===== src/common/lbi_defs.svh =====
// Constants for the local bus master: size codes, port codes, strap fields.
// Included by the design, the checker and the bench, each also importing lbi_pkg.
// Overview of operation
// RL1 - Full 32-bit address is driven on the bus during the first clock.
// RL2 - Data phase uses the byte lanes of the matched select's port size.
// RL3 - A select asserts only when the address falls in its base/mask region.
// RL4 - Each select has base, mask, port size, burst, wait count, termination.
// RL5 - Reset clears selects; select zero alone works, decoding every address.
// RL6 - Boot port size and termination come from low bus lines at reset rise.
// RL7 - Start strobe lasts one clock with address and attributes valid.
// RL8 - Direction is high for reads and low for writes.
// RL9 - Burst indicator is active through bursts of 2 to 16 beats.
// RL10 - Size code: 00 four bytes, 01 byte, 10 two bytes, 11 line.
// RL11 - Byte, word, longword operands to 8, 16 and 32-bit ports.
// RL12 - Misaligned operands split into aligned pieces, each showing its size.
// RL13 - Aligned burst wider than port shows full size for whole burst.
// RL14 - Unbursted wide transfer shows full size first, then port size.
// RL15 - Per select, byte strobes on reads and writes, or writes only.
// RL16 - Only byte strobes for lanes actually used are asserted.
// RL17 - Output enable asserts on reads, only with a matched select.
// RL18 - Write data stays driven one clock after the select negates.
// RL19 - Peripheral holds read data until the acknowledge is recognised.
// RL20 - Externally terminated cycles end only on the peripheral acknowledge.
// RL21 - Wait states come from the internal count or external acknowledge.
// RL22 - Internal termination ends the cycle after the programmed wait count.
`ifndef LBI_DEFS_SVH
`define LBI_DEFS_SVH

`define LBI_NUM_CS     6
`define LBI_TSZ_LONG   2'h0
`define LBI_TSZ_BYTE   2'h1
`define LBI_TSZ_WORD   2'h2
`define LBI_TSZ_LINE   2'h3
`define LBI_PS_32      2'h0
`define LBI_PS_8       2'h1
`define LBI_PS_16      2'h2
`define LBI_STRAP_AA   2
`define LBI_BOOT_WAIT  6'h3f
`define LBI_LANES_OFF  4'hf
`define LBI_CS_OFF     6'h3f

`endif


===== src/common/lbi_pkg.sv =====
// Types for the local bus master.
// Assumes compilation before the design module.
package lbi_pkg;
   typedef enum logic [1:0] {LBI_IDLE, LBI_ADDR, LBI_DATA, LBI_HOLD} lbi_state_t;
endpackage


===== src/hw/lbi_master.sv =====
// Local bus master: six chip selects, multiplexed address/data, split and
// burst transfers, internal or external termination.
// Assumes pins arrive asynchronously and user/config ports share mclk.
`timescale 1ns/1ps
`default_nettype none
`include "lbi_defs.svh"

module lbi_master
   import lbi_pkg::*;
(
   input  wire logic         mclk,           // 40 MHz clock
   input  wire logic         srst,           // Sync reset, active high
   input  wire logic         cfg_we,         // Write one select's settings
   input  wire logic [2:0]   cfg_idx,        // Select index 0..5
   input  wire logic         cfg_valid,      // Select enabled
   input  wire logic [15:0]  cfg_base,       // Base, address bits 31:16
   input  wire logic [15:0]  cfg_mask,       // Set bits ignored in compare
   input  wire logic [1:0]   cfg_psize,      // Port size code
   input  wire logic         cfg_burst,      // Port accepts bursts
   input  wire logic [5:0]   cfg_wait,       // Auto-ack wait states
   input  wire logic         cfg_auto_ack,   // 1 internal, 0 external end
   input  wire logic         cfg_read_lanes, // Byte strobes on reads too
   input  wire logic         req_valid,      // Transfer request
   output logic              req_ready,      // Engine idle
   input  wire logic         req_read,       // 1 read, 0 write
   input  wire logic [1:0]   req_size,       // Operand size code
   input  wire logic         req_burst_ok,   // Bursting allowed
   input  wire logic [31:0]  req_addr,       // Byte address
   input  wire logic [127:0] req_wdata,      // Write bytes, first at top
   output logic              done,           // Transfer finished pulse
   output logic              no_match,       // No select matched pulse
   output logic [127:0]      rdata,          // Read bytes, first at top
   input  wire logic [31:0]  ad_in,          // Bus lines as seen on pins
   output logic [31:0]       ad_out,         // Bus lines driven value
   output logic              ad_oe_n,        // Low while driving bus
   output logic [5:0]        chip_select_n,  // Chip selects
   output logic              cycle_begin_n,  // Transfer start strobe
   output logic              read_write,     // Direction
   output logic              burst_flag_n,   // Burst in progress
   output logic [1:0]        transfer_size,  // Size of access
   output logic [3:0]        lane_select_n,  // Byte strobes
   output logic              output_en_n,    // Read output enable
   input  wire logic         cycle_ack_n,    // External acknowledge
   input  wire logic         reset_in_n      // Board reset pin
);

   // Select settings
   logic [15:0]  cs_base_r  [`LBI_NUM_CS];
   logic [15:0]  cs_mask_r  [`LBI_NUM_CS];
   logic [1:0]   cs_psize_r [`LBI_NUM_CS];
   logic [5:0]   cs_wait_r  [`LBI_NUM_CS];
   logic [5:0]   cs_valid_r;
   logic [5:0]   cs_burst_r;
   logic [5:0]   cs_aa_r;
   logic [5:0]   cs_rdl_r;
   logic         global_r;

   // Synchronisers
   logic [31:0]  ad_s1_r, ad_s2_r;
   logic         ack_s1_r, ack_s2_r;
   logic         rst_s1_r, rst_s2_r, rst_s3_r;

   // Transfer state
   lbi_state_t   st_r;
   logic [31:0]  cur_r;
   logic [4:0]   rem_r;
   logic [4:0]   cnt_r;
   logic [1:0]   size_r;
   logic         read_r;
   logic         burst_r;
   logic         first_r;
   logic         aligned_r;
   logic [2:0]   sel_r;
   logic [2:0]   n_r;
   logic [5:0]   wait_r;
   logic [127:0] wbuf_r;
   logic [127:0] rbuf_r;

   // Combinational helpers
   logic [5:0]   match;
   logic [2:0]   hit_idx;
   logic         hit;
   logic [2:0]   pb;
   logic [2:0]   n_nxt;
   logic [1:0]   off;
   logic [1:0]   tsiz_nxt;
   logic [3:0]   lanes_nxt;
   logic [31:0]  wlane_nxt;
   logic         ack;
   logic [4:0]   req_bytes;
   logic [4:0]   req_pb;
   logic         req_aligned;

   function automatic logic [2:0] port_bytes(input logic [1:0] ps);
      port_bytes = (ps == `LBI_PS_8) ? 3'd1 : (ps == `LBI_PS_32) ? 3'd4 : 3'd2;
   endfunction

   function automatic logic [4:0] size_bytes(input logic [1:0] sz);
      unique case (sz)
         `LBI_TSZ_LONG: size_bytes = 5'd4;
         `LBI_TSZ_BYTE: size_bytes = 5'd1;
         `LBI_TSZ_WORD: size_bytes = 5'd2;
         `LBI_TSZ_LINE: size_bytes = 5'd16;
      endcase
   endfunction

   // Two-flop synchronisers for all pin inputs
   always_ff @(posedge mclk)
   begin
      ad_s1_r  <= ad_in;
      ad_s2_r  <= ad_s1_r;
      ack_s1_r <= cycle_ack_n;
      ack_s2_r <= ack_s1_r;
      rst_s1_r <= reset_in_n;
      rst_s2_r <= rst_s1_r;
      rst_s3_r <= rst_s2_r;
   end

   // Address decode, lowest matching select wins
   genvar gi;
   generate
      for (gi = 0; gi < `LBI_NUM_CS; gi++)
      begin : g_dec
         if (gi == 0)
         begin : g_boot
            assign match[gi] = cs_valid_r[gi] & (global_r |
               (((req_addr[31:16] ^ cs_base_r[gi]) & ~cs_mask_r[gi]) == 16'h0000)); // RL3 RL5
         end
         else
         begin : g_norm
            assign match[gi] = cs_valid_r[gi] &
               (((req_addr[31:16] ^ cs_base_r[gi]) & ~cs_mask_r[gi]) == 16'h0000); // RL3
         end
      end
   endgenerate

   always_comb
   begin
      hit_idx = 3'd0;
      for (int i = `LBI_NUM_CS - 1; i >= 0; i--)
         if (match[i])
            hit_idx = 3'(i);
   end

   assign hit         = |match;
   assign req_bytes   = size_bytes(req_size);
   assign req_pb      = {2'b00, port_bytes(cs_psize_r[hit_idx])};
   assign req_aligned = (req_size == `LBI_TSZ_BYTE) ||
                        (req_size == `LBI_TSZ_WORD ? ~req_addr[0] :
                         req_size == `LBI_TSZ_LONG ? req_addr[1:0] == 2'b00
                                                   : req_addr[3:0] == 4'h0);

   // Piece size: limited by alignment, bytes left and port width
   assign pb  = port_bytes(cs_psize_r[sel_r]);                          // RL2 RL11
   assign off = (pb == 3'd4) ? cur_r[1:0] : (pb == 3'd2) ? {1'b0, cur_r[0]} : 2'b00;
   always_comb
   begin
      n_nxt = cur_r[0] ? 3'd1 : cur_r[1] ? 3'd2 : 3'd4;                 // RL12
      if ({2'b00, n_nxt} > rem_r)
         n_nxt = (rem_r[1] ? 3'd2 : 3'd1);
      if (n_nxt > pb)
         n_nxt = pb;
   end

   // Size code shown for the access
   always_comb
   begin
      if (burst_r)
         tsiz_nxt = size_r;                                             // RL13
      else if (aligned_r && first_r)
         tsiz_nxt = size_r;                                             // RL14
      else if (n_nxt == 3'd1)
         tsiz_nxt = `LBI_TSZ_BYTE;                                      // RL10 RL12
      else if (n_nxt == 3'd2)
         tsiz_nxt = `LBI_TSZ_WORD;
      else
         tsiz_nxt = `LBI_TSZ_LONG;
   end

   // Lane strobes and write data; lane 3 is bits 31:24
   always_comb
   begin
      int k;
      k         = 0;
      lanes_nxt = 4'h0;
      wlane_nxt = 32'h0000_0000;
      for (int j = 0; j < 4; j++)
      begin
         k = 3 - j - int'(off);
         if (k >= 0 && k < int'(n_r))
         begin
            lanes_nxt[j]         = 1'b1;                                // RL16
            wlane_nxt[8*j +: 8]  = wbuf_r[127 - 8*(int'(cnt_r) + k) -: 8];
         end
      end
   end

   // Termination: internal count or synchronised external acknowledge
   // External ack ignored for two clocks so a stale synced ack is not reused
   assign ack = cs_aa_r[sel_r] ? (wait_r == cs_wait_r[sel_r])           // RL21 RL22
                               : ~ack_s2_r && wait_r > 6'd1;            // RL20

   // Select settings, boot strap capture
   always_ff @(posedge mclk)
   begin
      if (srst)
      begin
         for (int i = 0; i < `LBI_NUM_CS; i++)
         begin
            cs_base_r[i]  <= 16'h0000;                                  // RL5
            cs_mask_r[i]  <= 16'h0000;
            cs_psize_r[i] <= `LBI_PS_32;
            cs_wait_r[i]  <= `LBI_BOOT_WAIT;
         end
         cs_valid_r <= 6'h01;
         cs_burst_r <= 6'h00;
         cs_aa_r    <= 6'h01;
         cs_rdl_r   <= 6'h00;
         global_r   <= 1'b1;
      end
      else if (cfg_we && cfg_idx < 3'd6)
      begin
         cs_base_r[cfg_idx]  <= cfg_base;                               // RL4
         cs_mask_r[cfg_idx]  <= cfg_mask;
         cs_psize_r[cfg_idx] <= cfg_psize;
         cs_wait_r[cfg_idx]  <= cfg_wait;
         cs_valid_r[cfg_idx] <= cfg_valid;
         cs_burst_r[cfg_idx] <= cfg_burst;
         cs_aa_r[cfg_idx]    <= cfg_auto_ack;
         cs_rdl_r[cfg_idx]   <= cfg_read_lanes;                         // RL15
         if (cfg_idx == 3'd0)
            global_r <= 1'b0;
      end
      else if (rst_s2_r && !rst_s3_r)
      begin
         cs_psize_r[0] <= ad_s2_r[1:0];                                 // RL6
         cs_aa_r[0]    <= ad_s2_r[`LBI_STRAP_AA];
      end
   end

   // Transfer sequencer
   always_ff @(posedge mclk)
   begin
      if (srst)
      begin
         st_r      <= LBI_IDLE;
         cur_r     <= 32'h0000_0000;
         rem_r     <= 5'd0;
         cnt_r     <= 5'd0;
         size_r    <= `LBI_TSZ_LONG;
         read_r    <= 1'b1;
         burst_r   <= 1'b0;
         first_r   <= 1'b0;
         aligned_r <= 1'b0;
         sel_r     <= 3'd0;
         n_r       <= 3'd1;
         wait_r    <= 6'd0;
         wbuf_r    <= '0;
         rbuf_r    <= '0;
         req_ready <= 1'b1;
         done      <= 1'b0;
         no_match  <= 1'b0;
         rdata     <= '0;
      end
      else
      begin
         done     <= 1'b0;
         no_match <= 1'b0;
         unique case (st_r)
            LBI_IDLE:
               if (req_valid && req_ready)
               begin
                  if (!hit)
                     no_match <= 1'b1;
                  else
                  begin
                     st_r      <= LBI_ADDR;
                     req_ready <= 1'b0;
                     cur_r     <= req_addr;
                     rem_r     <= req_bytes;
                     cnt_r     <= 5'd0;
                     size_r    <= req_size;
                     read_r    <= req_read;
                     sel_r     <= hit_idx;
                     first_r   <= 1'b1;
                     aligned_r <= req_aligned;
                     burst_r   <= req_burst_ok && cs_burst_r[hit_idx] &&
                                  req_aligned && req_bytes > req_pb;    // RL9
                     wbuf_r    <= req_wdata;
                  end
               end
            LBI_ADDR:
            begin
               st_r   <= LBI_DATA;
               n_r    <= n_nxt;
               wait_r <= 6'd0;
            end
            LBI_DATA:
               if (!ack)
                  wait_r <= wait_r + 6'd1;
               else
               begin
                  for (int j = 0; j < 4; j++)
                     if (read_r && lanes_nxt[j])
                        rbuf_r[127 - 8*(int'(cnt_r) + 3 - j - int'(off)) -: 8]
                           <= ad_s2_r[8*j +: 8];
                  cnt_r   <= cnt_r + {2'b00, n_r};
                  rem_r   <= rem_r - {2'b00, n_r};
                  cur_r   <= cur_r + {29'h0, n_r};
                  first_r <= 1'b0;
                  wait_r  <= 6'd0;
                  if (!(burst_r && rem_r != {2'b00, n_r}))
                     st_r <= LBI_HOLD;
               end
            LBI_HOLD:
               if (rem_r != 5'd0)
                  st_r <= LBI_ADDR;
               else
               begin
                  st_r      <= LBI_IDLE;
                  req_ready <= 1'b1;
                  done      <= 1'b1;
                  rdata     <= rbuf_r;
               end
         endcase
      end
   end

   // Registered pin outputs, one clock behind the sequencer state
   always_ff @(posedge mclk)
   begin
      if (srst)
      begin
         ad_out        <= 32'h0000_0000;
         ad_oe_n       <= 1'b1;
         chip_select_n <= `LBI_CS_OFF;
         cycle_begin_n <= 1'b1;
         read_write    <= 1'b1;
         burst_flag_n  <= 1'b1;
         transfer_size <= `LBI_TSZ_LONG;
         lane_select_n <= `LBI_LANES_OFF;
         output_en_n   <= 1'b1;
      end
      else
      begin
         ad_out        <= (st_r == LBI_ADDR) ? cur_r :                  // RL1
                          (st_r == LBI_DATA) ? wlane_nxt : ad_out;      // RL18
         ad_oe_n       <= !(st_r == LBI_ADDR ||
                            (!read_r && (st_r == LBI_DATA ||
                                         st_r == LBI_HOLD)));           // RL18
         chip_select_n <= (st_r == LBI_DATA) ? ~(6'h01 << sel_r)
                                             : `LBI_CS_OFF;             // RL3
         cycle_begin_n <= !(st_r == LBI_ADDR);                          // RL7
         read_write    <= (st_r == LBI_IDLE) ? 1'b1 : read_r;           // RL8
         burst_flag_n  <= !(burst_r && st_r != LBI_IDLE);               // RL9
         if (st_r == LBI_ADDR)
            transfer_size <= tsiz_nxt;                                  // RL14
         lane_select_n <= (st_r == LBI_DATA && (!read_r || cs_rdl_r[sel_r]))
                          ? ~lanes_nxt : `LBI_LANES_OFF;                // RL15 RL16
         output_en_n   <= !(st_r == LBI_DATA && read_r);                // RL17 RL19
      end
   end

endmodule
`default_nettype wire


===== config.mk =====
export PLATFORM = sky130hd
export DESIGN_NAME = lbi_master
export DESIGN_NICKNAME = d
export VERILOG_FILES = /design/src/common/lbi_pkg.sv /design/src/hw/lbi_master.sv
export VERILOG_INCLUDE_DIRS = /design/src /design/src/common
export SDC_FILE = /design/constraint.sdc
export NUM_CORES = 2
export LEC_CHECK = 0
export BUFFER_PORTS_ARGS = -buffer_cell sky130_fd_sc_hd__buf_2
export CORE_ASPECT_RATIO = 0.9
export CORE_MARGIN = 3
export CORE_UTILIZATION = 55
export DETAILED_ROUTE_END_ITERATION = 8
export PLACE_DENSITY = 0.78
export SYNTH_ARGS = -nofsm -noshare
export SYNTH_HDL_FRONTEND = slang
export SYNTH_SLANG_ARGS = --single-unit

===== constraint.sdc =====
create_clock -name mclk -period 7.33 [get_ports mclk]
set_clock_uncertainty 0.2 [all_clocks]
set_input_delay 1.466 -clock mclk [delete_from_list [all_inputs] [get_ports mclk]]
set_output_delay 1.466 -clock mclk [all_outputs]
set_load 0.1 [all_outputs]

Word-level counts from Yosys, hierarchy flattened
Memories as Yosys holds them, arrays and structs flattened. A register that Yosys moved wholly into a read port is not among the register bits.
Cells that the tools add are included.

storage, ports and cells
  register bits after elaboration = 592
  bits in writable memories = 240
  word-level logic and storage cells = 351
  memories kept = 4

cells by class
  add/sub/neg operators = 32
  order comparisons = 17
  equal/unequal tests = 19
  shift operators = 13
  muxes and demuxes = 122
  bitwise operators = 36
  reduce and logical (&&, ||, !) cells = 68

memories
  name        words  width  read ports  clocked after memory_dff  wr ports  RTL line          text
  cs_base_r   6      16     6           0                         6         lbi_master.sv:48  logic [15:0] cs_base_r [`LBI_NUM_CS];
  cs_mask_r   6      16     6           0                         6         lbi_master.sv:49  logic [15:0] cs_mask_r [`LBI_NUM_CS];
  cs_wait_r   6      6      1           1                         6         lbi_master.sv:51  logic [5:0] cs_wait_r [`LBI_NUM_CS];
  cs_psize_r  6      2      2           1                         6         lbi_master.sv:50  logic [1:0] cs_psize_r [`LBI_NUM_CS];

operator list
  cell                                                                       count
  128-bit two-way mux                                                        13
  8-bit by 33-bit variable shift with 135-bit output (first input constant)  4
  135-bit by 11-bit variable part select with 8-bit output                   4
  8-bit by 33-bit variable part select with 135-bit output                   4
  128-bit bitwise mux                                                        4
  32-bit two-way mux                                                         5
  32-bit negator with 33-bit output                                          3
  16-bit AND                                                                 6
  16-bit logical NOT                                                         6
  16-bit inverter                                                            6
  8-bit by 32-bit subtractor with 32-bit output (first input constant)       3
  16-bit XOR                                                                 6
  29-bit by 3-bit subtractor with 29-bit output                              3
  3-bit two-way mux                                                          22
  32-bit one-hot mux with 2 select lines                                     1
  8-bit by 10-bit subtractor with 11-bit output (first input constant)       4
  1-bit two-way mux                                                          36
  12-bit negator with 33-bit output                                          1
  32-bit by 3-bit adder with 32-bit output                                   1
  16-bit two-way mux                                                         2
  8-bit two-way mux                                                          4
  16-bit OR reduction                                                        2
  5-bit two-way mux                                                          6
  6-bit by 3-bit adder with 7-bit output                                     4
  other kinds (56)                                                           157

Depth between registers and ports, before layout
  depth in word-level cells = 27
  depth in mapped cells = 30
  mapped depth without buffers = 26

Worst setup path before layout
No wires, ideal clock.

  path type = reg2reg
  start = register with a tool-made name
  end = register rbuf_r[44]
  arrival time = 7.284 ns
  path slack = -0.223 ns
  stages on the path, launching flop included = 28
  path through = dfxtp_1 > buf_2 > mux4_2 > mux2_2 > a21oi_1 > ha_1 > inv_1 > fa_1 > nand2b_1 > a41o_1 > or3_4 > nand2b_1 > ha_1 > clkbuf_1 > nor4_1 > and2_1 > clkbuf_1 > nand2_1 > a221o_1 > or2_2 > a2111oi_1 > nand2_1 > or4_4 > nor4_4 > nand3_4 > or4_1 > and3_1 > o21ai_1

RTL lines
  element                 RTL line           text
  end signal: assignment  lbi_master.sv:259  rbuf_r <= '0;
  end: declaration        lbi_master.sv:77   logic [127:0] rbuf_r;

==> flow_metrics.env <==
export IMPL_wl_per_cell_um=25.05
export IMPL_synth_top_area_share_pct=25.53
export IMPL_setup_ws_ns=0.2012
export IMPL_vias_per_cell=6.482
export IMPL_cap_violations=0
export IMPL_yosysWarnings=0
export IMPL_die_area_um2=88370
export IMPL_reg2reg_to="rbuf_r[56]"
export IMPL_grt_ovfl_total=0
export IMPL_io_buffer_count=428
export IMPL_place_congestion=1.041
export IMPL_crit_path_start_kind="flip-flop"
export IMPL_clock_sinks=851
export IMPL_crit_type="flip-flop to flip-flop"
export IMPL_period_share_pct=97.26
export IMPL_clock_fmax_mhz=140.3
export IMPL_ys_seq_area_share_pct=42.00
export IMPL_clk_latency_ns=0.70
export IMPL_ir_worst_vdd_mv=0.4895
export IMPL_drt_wl_total_mm=167.2
export IMPL_synth_compound_area_share_pct=15.17
export IMPL_area_growth_pct=14.57
export IMPL_ios=429
export IMPL_synth_edf_count=256
export IMPL_slew_viol_final=0
export IMPL_firstDrtPassIters=8
export IMPL_rr_worst_depth=26
export IMPL_cp_end_kind="flip-flop"
export IMPL_period_needed_ns=7.129
export IMPL_post_place_ws_ns=-0.09332
export IMPL_final_cell_area_um2=53460
export IMPL_num_vias=43258
export IMPL_cp_data_required_time_ns=7.72
export IMPL_worst_setup_hold_path_clk_slew_ns=0.07
export IMPL_worst_pin_slew_ns=1.346
export IMPL_grt_pass1_wl_mm=246.1
export IMPL_num_rows=100
export IMPL_reg2reg_slack_ns=0.20
export IMPL_syn_inst=5159
export IMPL_ant_nets=0
export IMPL_finalSetupViolCount=0
export IMPL_cts_htree_levels=3
export IMPL_cp_max_fo=9
export IMPL_numCtsBuffers=88
export IMPL_cp_top_family="simple AND/OR/NAND/NOR gates"
export IMPL_synth_cell_types=105
export IMPL_synthSimpleGateAreaFrac_pct=19.27
export IMPL_start_util_pct=55.99
export IMPL_clockBufferDepth=3
export IMPL_slowest_stage="mux4_2"
export IMPL_min_delay_start="ad_s1_r[13]"
export IMPL_synth_seq_cells=851
export IMPL_synth_most_common_cell="nand2_1"
export IMPL_layout_drive_gt1_share_pct=18.15
export IMPL_synthXorXnorAreaFrac_pct=3.137
export IMPL_fin_nets=5813
export IMPL_track_usage_pct=36.28
export IMPL_core_area_um2=83330
export IMPL_place_area_um2=50090
export IMPL_drc_errors=0
export IMPL_hpwlAfterDp_mm=119.0
export IMPL_p_per_area_nw_per_um2=311.0
export IMPL_first_iter_violations=6270
export IMPL_antenna_found_initial=17
export IMPL_synth_area_um2=46660
export IMPL_synth_fa_ha_area_share_pct=2.859
export IMPL_max_stage_delay_ns=0.53
export IMPL_slew_headroom_pct=10.28
export IMPL_syn_avg_cell_area_um2=9.044
export IMPL_status="completed"
export IMPL_synthFlopType="dfxtp_1"
export IMPL_synthTopCellsByCount="902 x nand2_1, 595 x dfxtp_1, 533 x nor2_1"
export IMPL_crit_arrival_ns=7.52
export IMPL_die_x_um=313.0
export IMPL_grt_pass1_vias=39489
export IMPL_synth_area_leaders="dfxtp_1 26%, edfxtp_1 16%, mux4_2 8.3%"
export IMPL_p_leak_nw=20.22
export IMPL_grt_max_degree=237
export IMPL_hold_viol=0
export IMPL_critPathBufInv=4
export IMPL_cts_tree="built"
export IMPL_die_h_um=282.3
export IMPL_holdPathEnd="ad_s2_r[13]"
export IMPL_min_path_type="flip-flop to flip-flop"
export IMPL_root_buffer="clkbuf_16"
export IMPL_async_flop_share_pct=0
export IMPL_synthMuxAreaShare_pct=13.69
export IMPL_min_delay_path_depth=0
export IMPL_synth_top_family_by_area="simple AND/OR/NAND/NOR gates"
export IMPL_utilization_pct=64.15
export IMPL_yosys_area_top_type="dfxtp_1"
==> state kept, by name, indices dropped and copies added, names as in the netlist, 6 cells and up, named ones only <==
| name | cells |
|---|---|
| ad_out | 32 |
| ad_s2_r | 32 |
| cs_valid_r | 6 |
| cs_psize_r | 16 |
| ad_s1_r | 32 |
| wbuf_r | 128 |
| cs_base_r | 96 |
| cs_aa_r | 6 |
| cs_mask_r | 96 |
| cs_wait_r | 48 |
| cs_rdl_r | 6 |
| cur_r | 32 |
| wait_r | 6 |
| rbuf_r | 128 |
| cs_burst_r | 6 |
| chip_select_n | 6 |
| rdata | 128 |
==> cell families after synthesis <==
group,Yosys count
simple gates,2006
compound gates,1146
flops,851
buf+inv,470
mux,422
xor+xnor,163
fa+ha+maj,100
other cells,1
==> placed cells by master (no fill, tap or decap), types with 14 or more instances in the layout <==
cell type	netlist	layout
conb_1	1	16
a211oi_1	144	143
edfxtp_1	256	256
nor3_1	74	74
mux2_2	18	17
and3_1	30	30
nand4b_1	14	14
a21o_1	28	28
xnor2_1	137	133
o211ai_1	33	33
nand4_1	32	32
ha_1	89	82
nor4_1	34	31
a21oi_1	483	481
xor2_1	22	18
o31ai_1	17	17
dfxtp_1	595	593
clkbuf_8	0	16
nand2b_1	46	42
and2_1	52	51
nor3_2	14	14
or2_2	17	16
or3_1	21	21
nor2_1	533	528
mux4_2	171	171
clkbuf_16	0	92
diode_2	0	14
a22oi_1	57	57
buf_4	1	122
clkinv_2	0	15
mux2i_1	231	230
o22ai_1	49	49
a31oi_1	39	39
nand2_1	902	898
inv_1	106	104
nor2b_1	53	52
buf_2	17	427
nand3_1	119	118
o21ai_0	165	165
==> report_power, final <==
part	switching, mW	internal [mW]	leakage [nW]
Sequential	0.506	5.29	7.35
Clock	2.04	2.75	1.52
Combinational	4.11	1.92	11.3
==> worst register-to-register path, cell delays in order, from the launching register on <==
cell and delay, ns:
dfxtp_4 0.40, mux4_2 0.53, mux2_4 0.33, a21oi_4 0.20, ha_4 0.16, inv_1 0.07, fa_1 0.37, nand2b_1 0.16
a41o_1 0.26, or3_4 0.38, nand2b_1 0.19, ha_4 0.32, buf_4 0.17, xor2_1 0.20, nand4b_1 0.12, a221o_1 0.30
or2_2 0.32, a2111oi_4 0.40, nand2_1 0.10, or4_4 0.48, nor4_4 0.37, buf_12 0.19, buf_6 0.17, nand3_4 0.15
mux2i_1 0.21, o21ai_1 0.07, a211oi_1 0.24
==> how the worst max path moves through the flow <==
| stage | start | to | slack (ns) | cells past startpoint |
|---|---|---|---|---|
| floorplan | flip-flop | rbuf_r[44] | 0.01 | 27 |
| global placement | flip-flop | rbuf_r[54] | -0.006 | 23 |
| detailed placement | flip-flop | rbuf_r[54] | -0.09 | 23 |
| CTS | flip-flop | rbuf_r[54] | 0.02 | 24 |
| global route | flip-flop | rbuf_r[56] | -0.08 | 26 |
| finish | flip-flop | rbuf_r[56] | 0.20 | 26 |
==> per-layer routing <==
layer,GRT usage (%),wire (um)
met5,0,51
met4,14.88,7815
met3,11.90,22850
met2,52.07,69710
met1,50.58,66740
==> final cells by class <==
class                      instances  area (um2)
inverter                         110       412.9
clock inverter                    44       563.0
multi-input combinational       3854       25660
clock buffer                     120        2546
fill                            6846       29870
tap                             1122        1404
timing repair buffer             559        3236
antenna                           14       35.03
sequential                       851       19600
==> timing repair <==
| action | in CTS | in global routing |
|---|---|---|
| hold buffers | 0 | 0 |
| buffers inserted | 0 | 5 |
| endpoints found under the setup margin | 12 | 125 |
| pin swaps | 0 | 3 |
| gates cloned | 0 | 2 |
| resized for setup | 2 | 26 |
==> metrics by stage <==
stage / std cells / power [mW] / setup TNS [ns] / hold WS [ns]
2_1_floorplan: 5174 / 9.878 / 0 / 0.1096
3_3_place_gp: 6489 / 11.56 / -0.005949 / 0.1110
3_5_place_dp: 6489 / 11.65 / -0.2403 / 0.1121
4_1_cts: 6653 / 16.38 / 0 / 0.1266
5_1_grt: 6663 / 17.19 / -0.5393 / 0.1340
6_report: 6674 / 16.63 / 0 / 0.1264
Note: power is estimated with default switching activity, not from simulation.
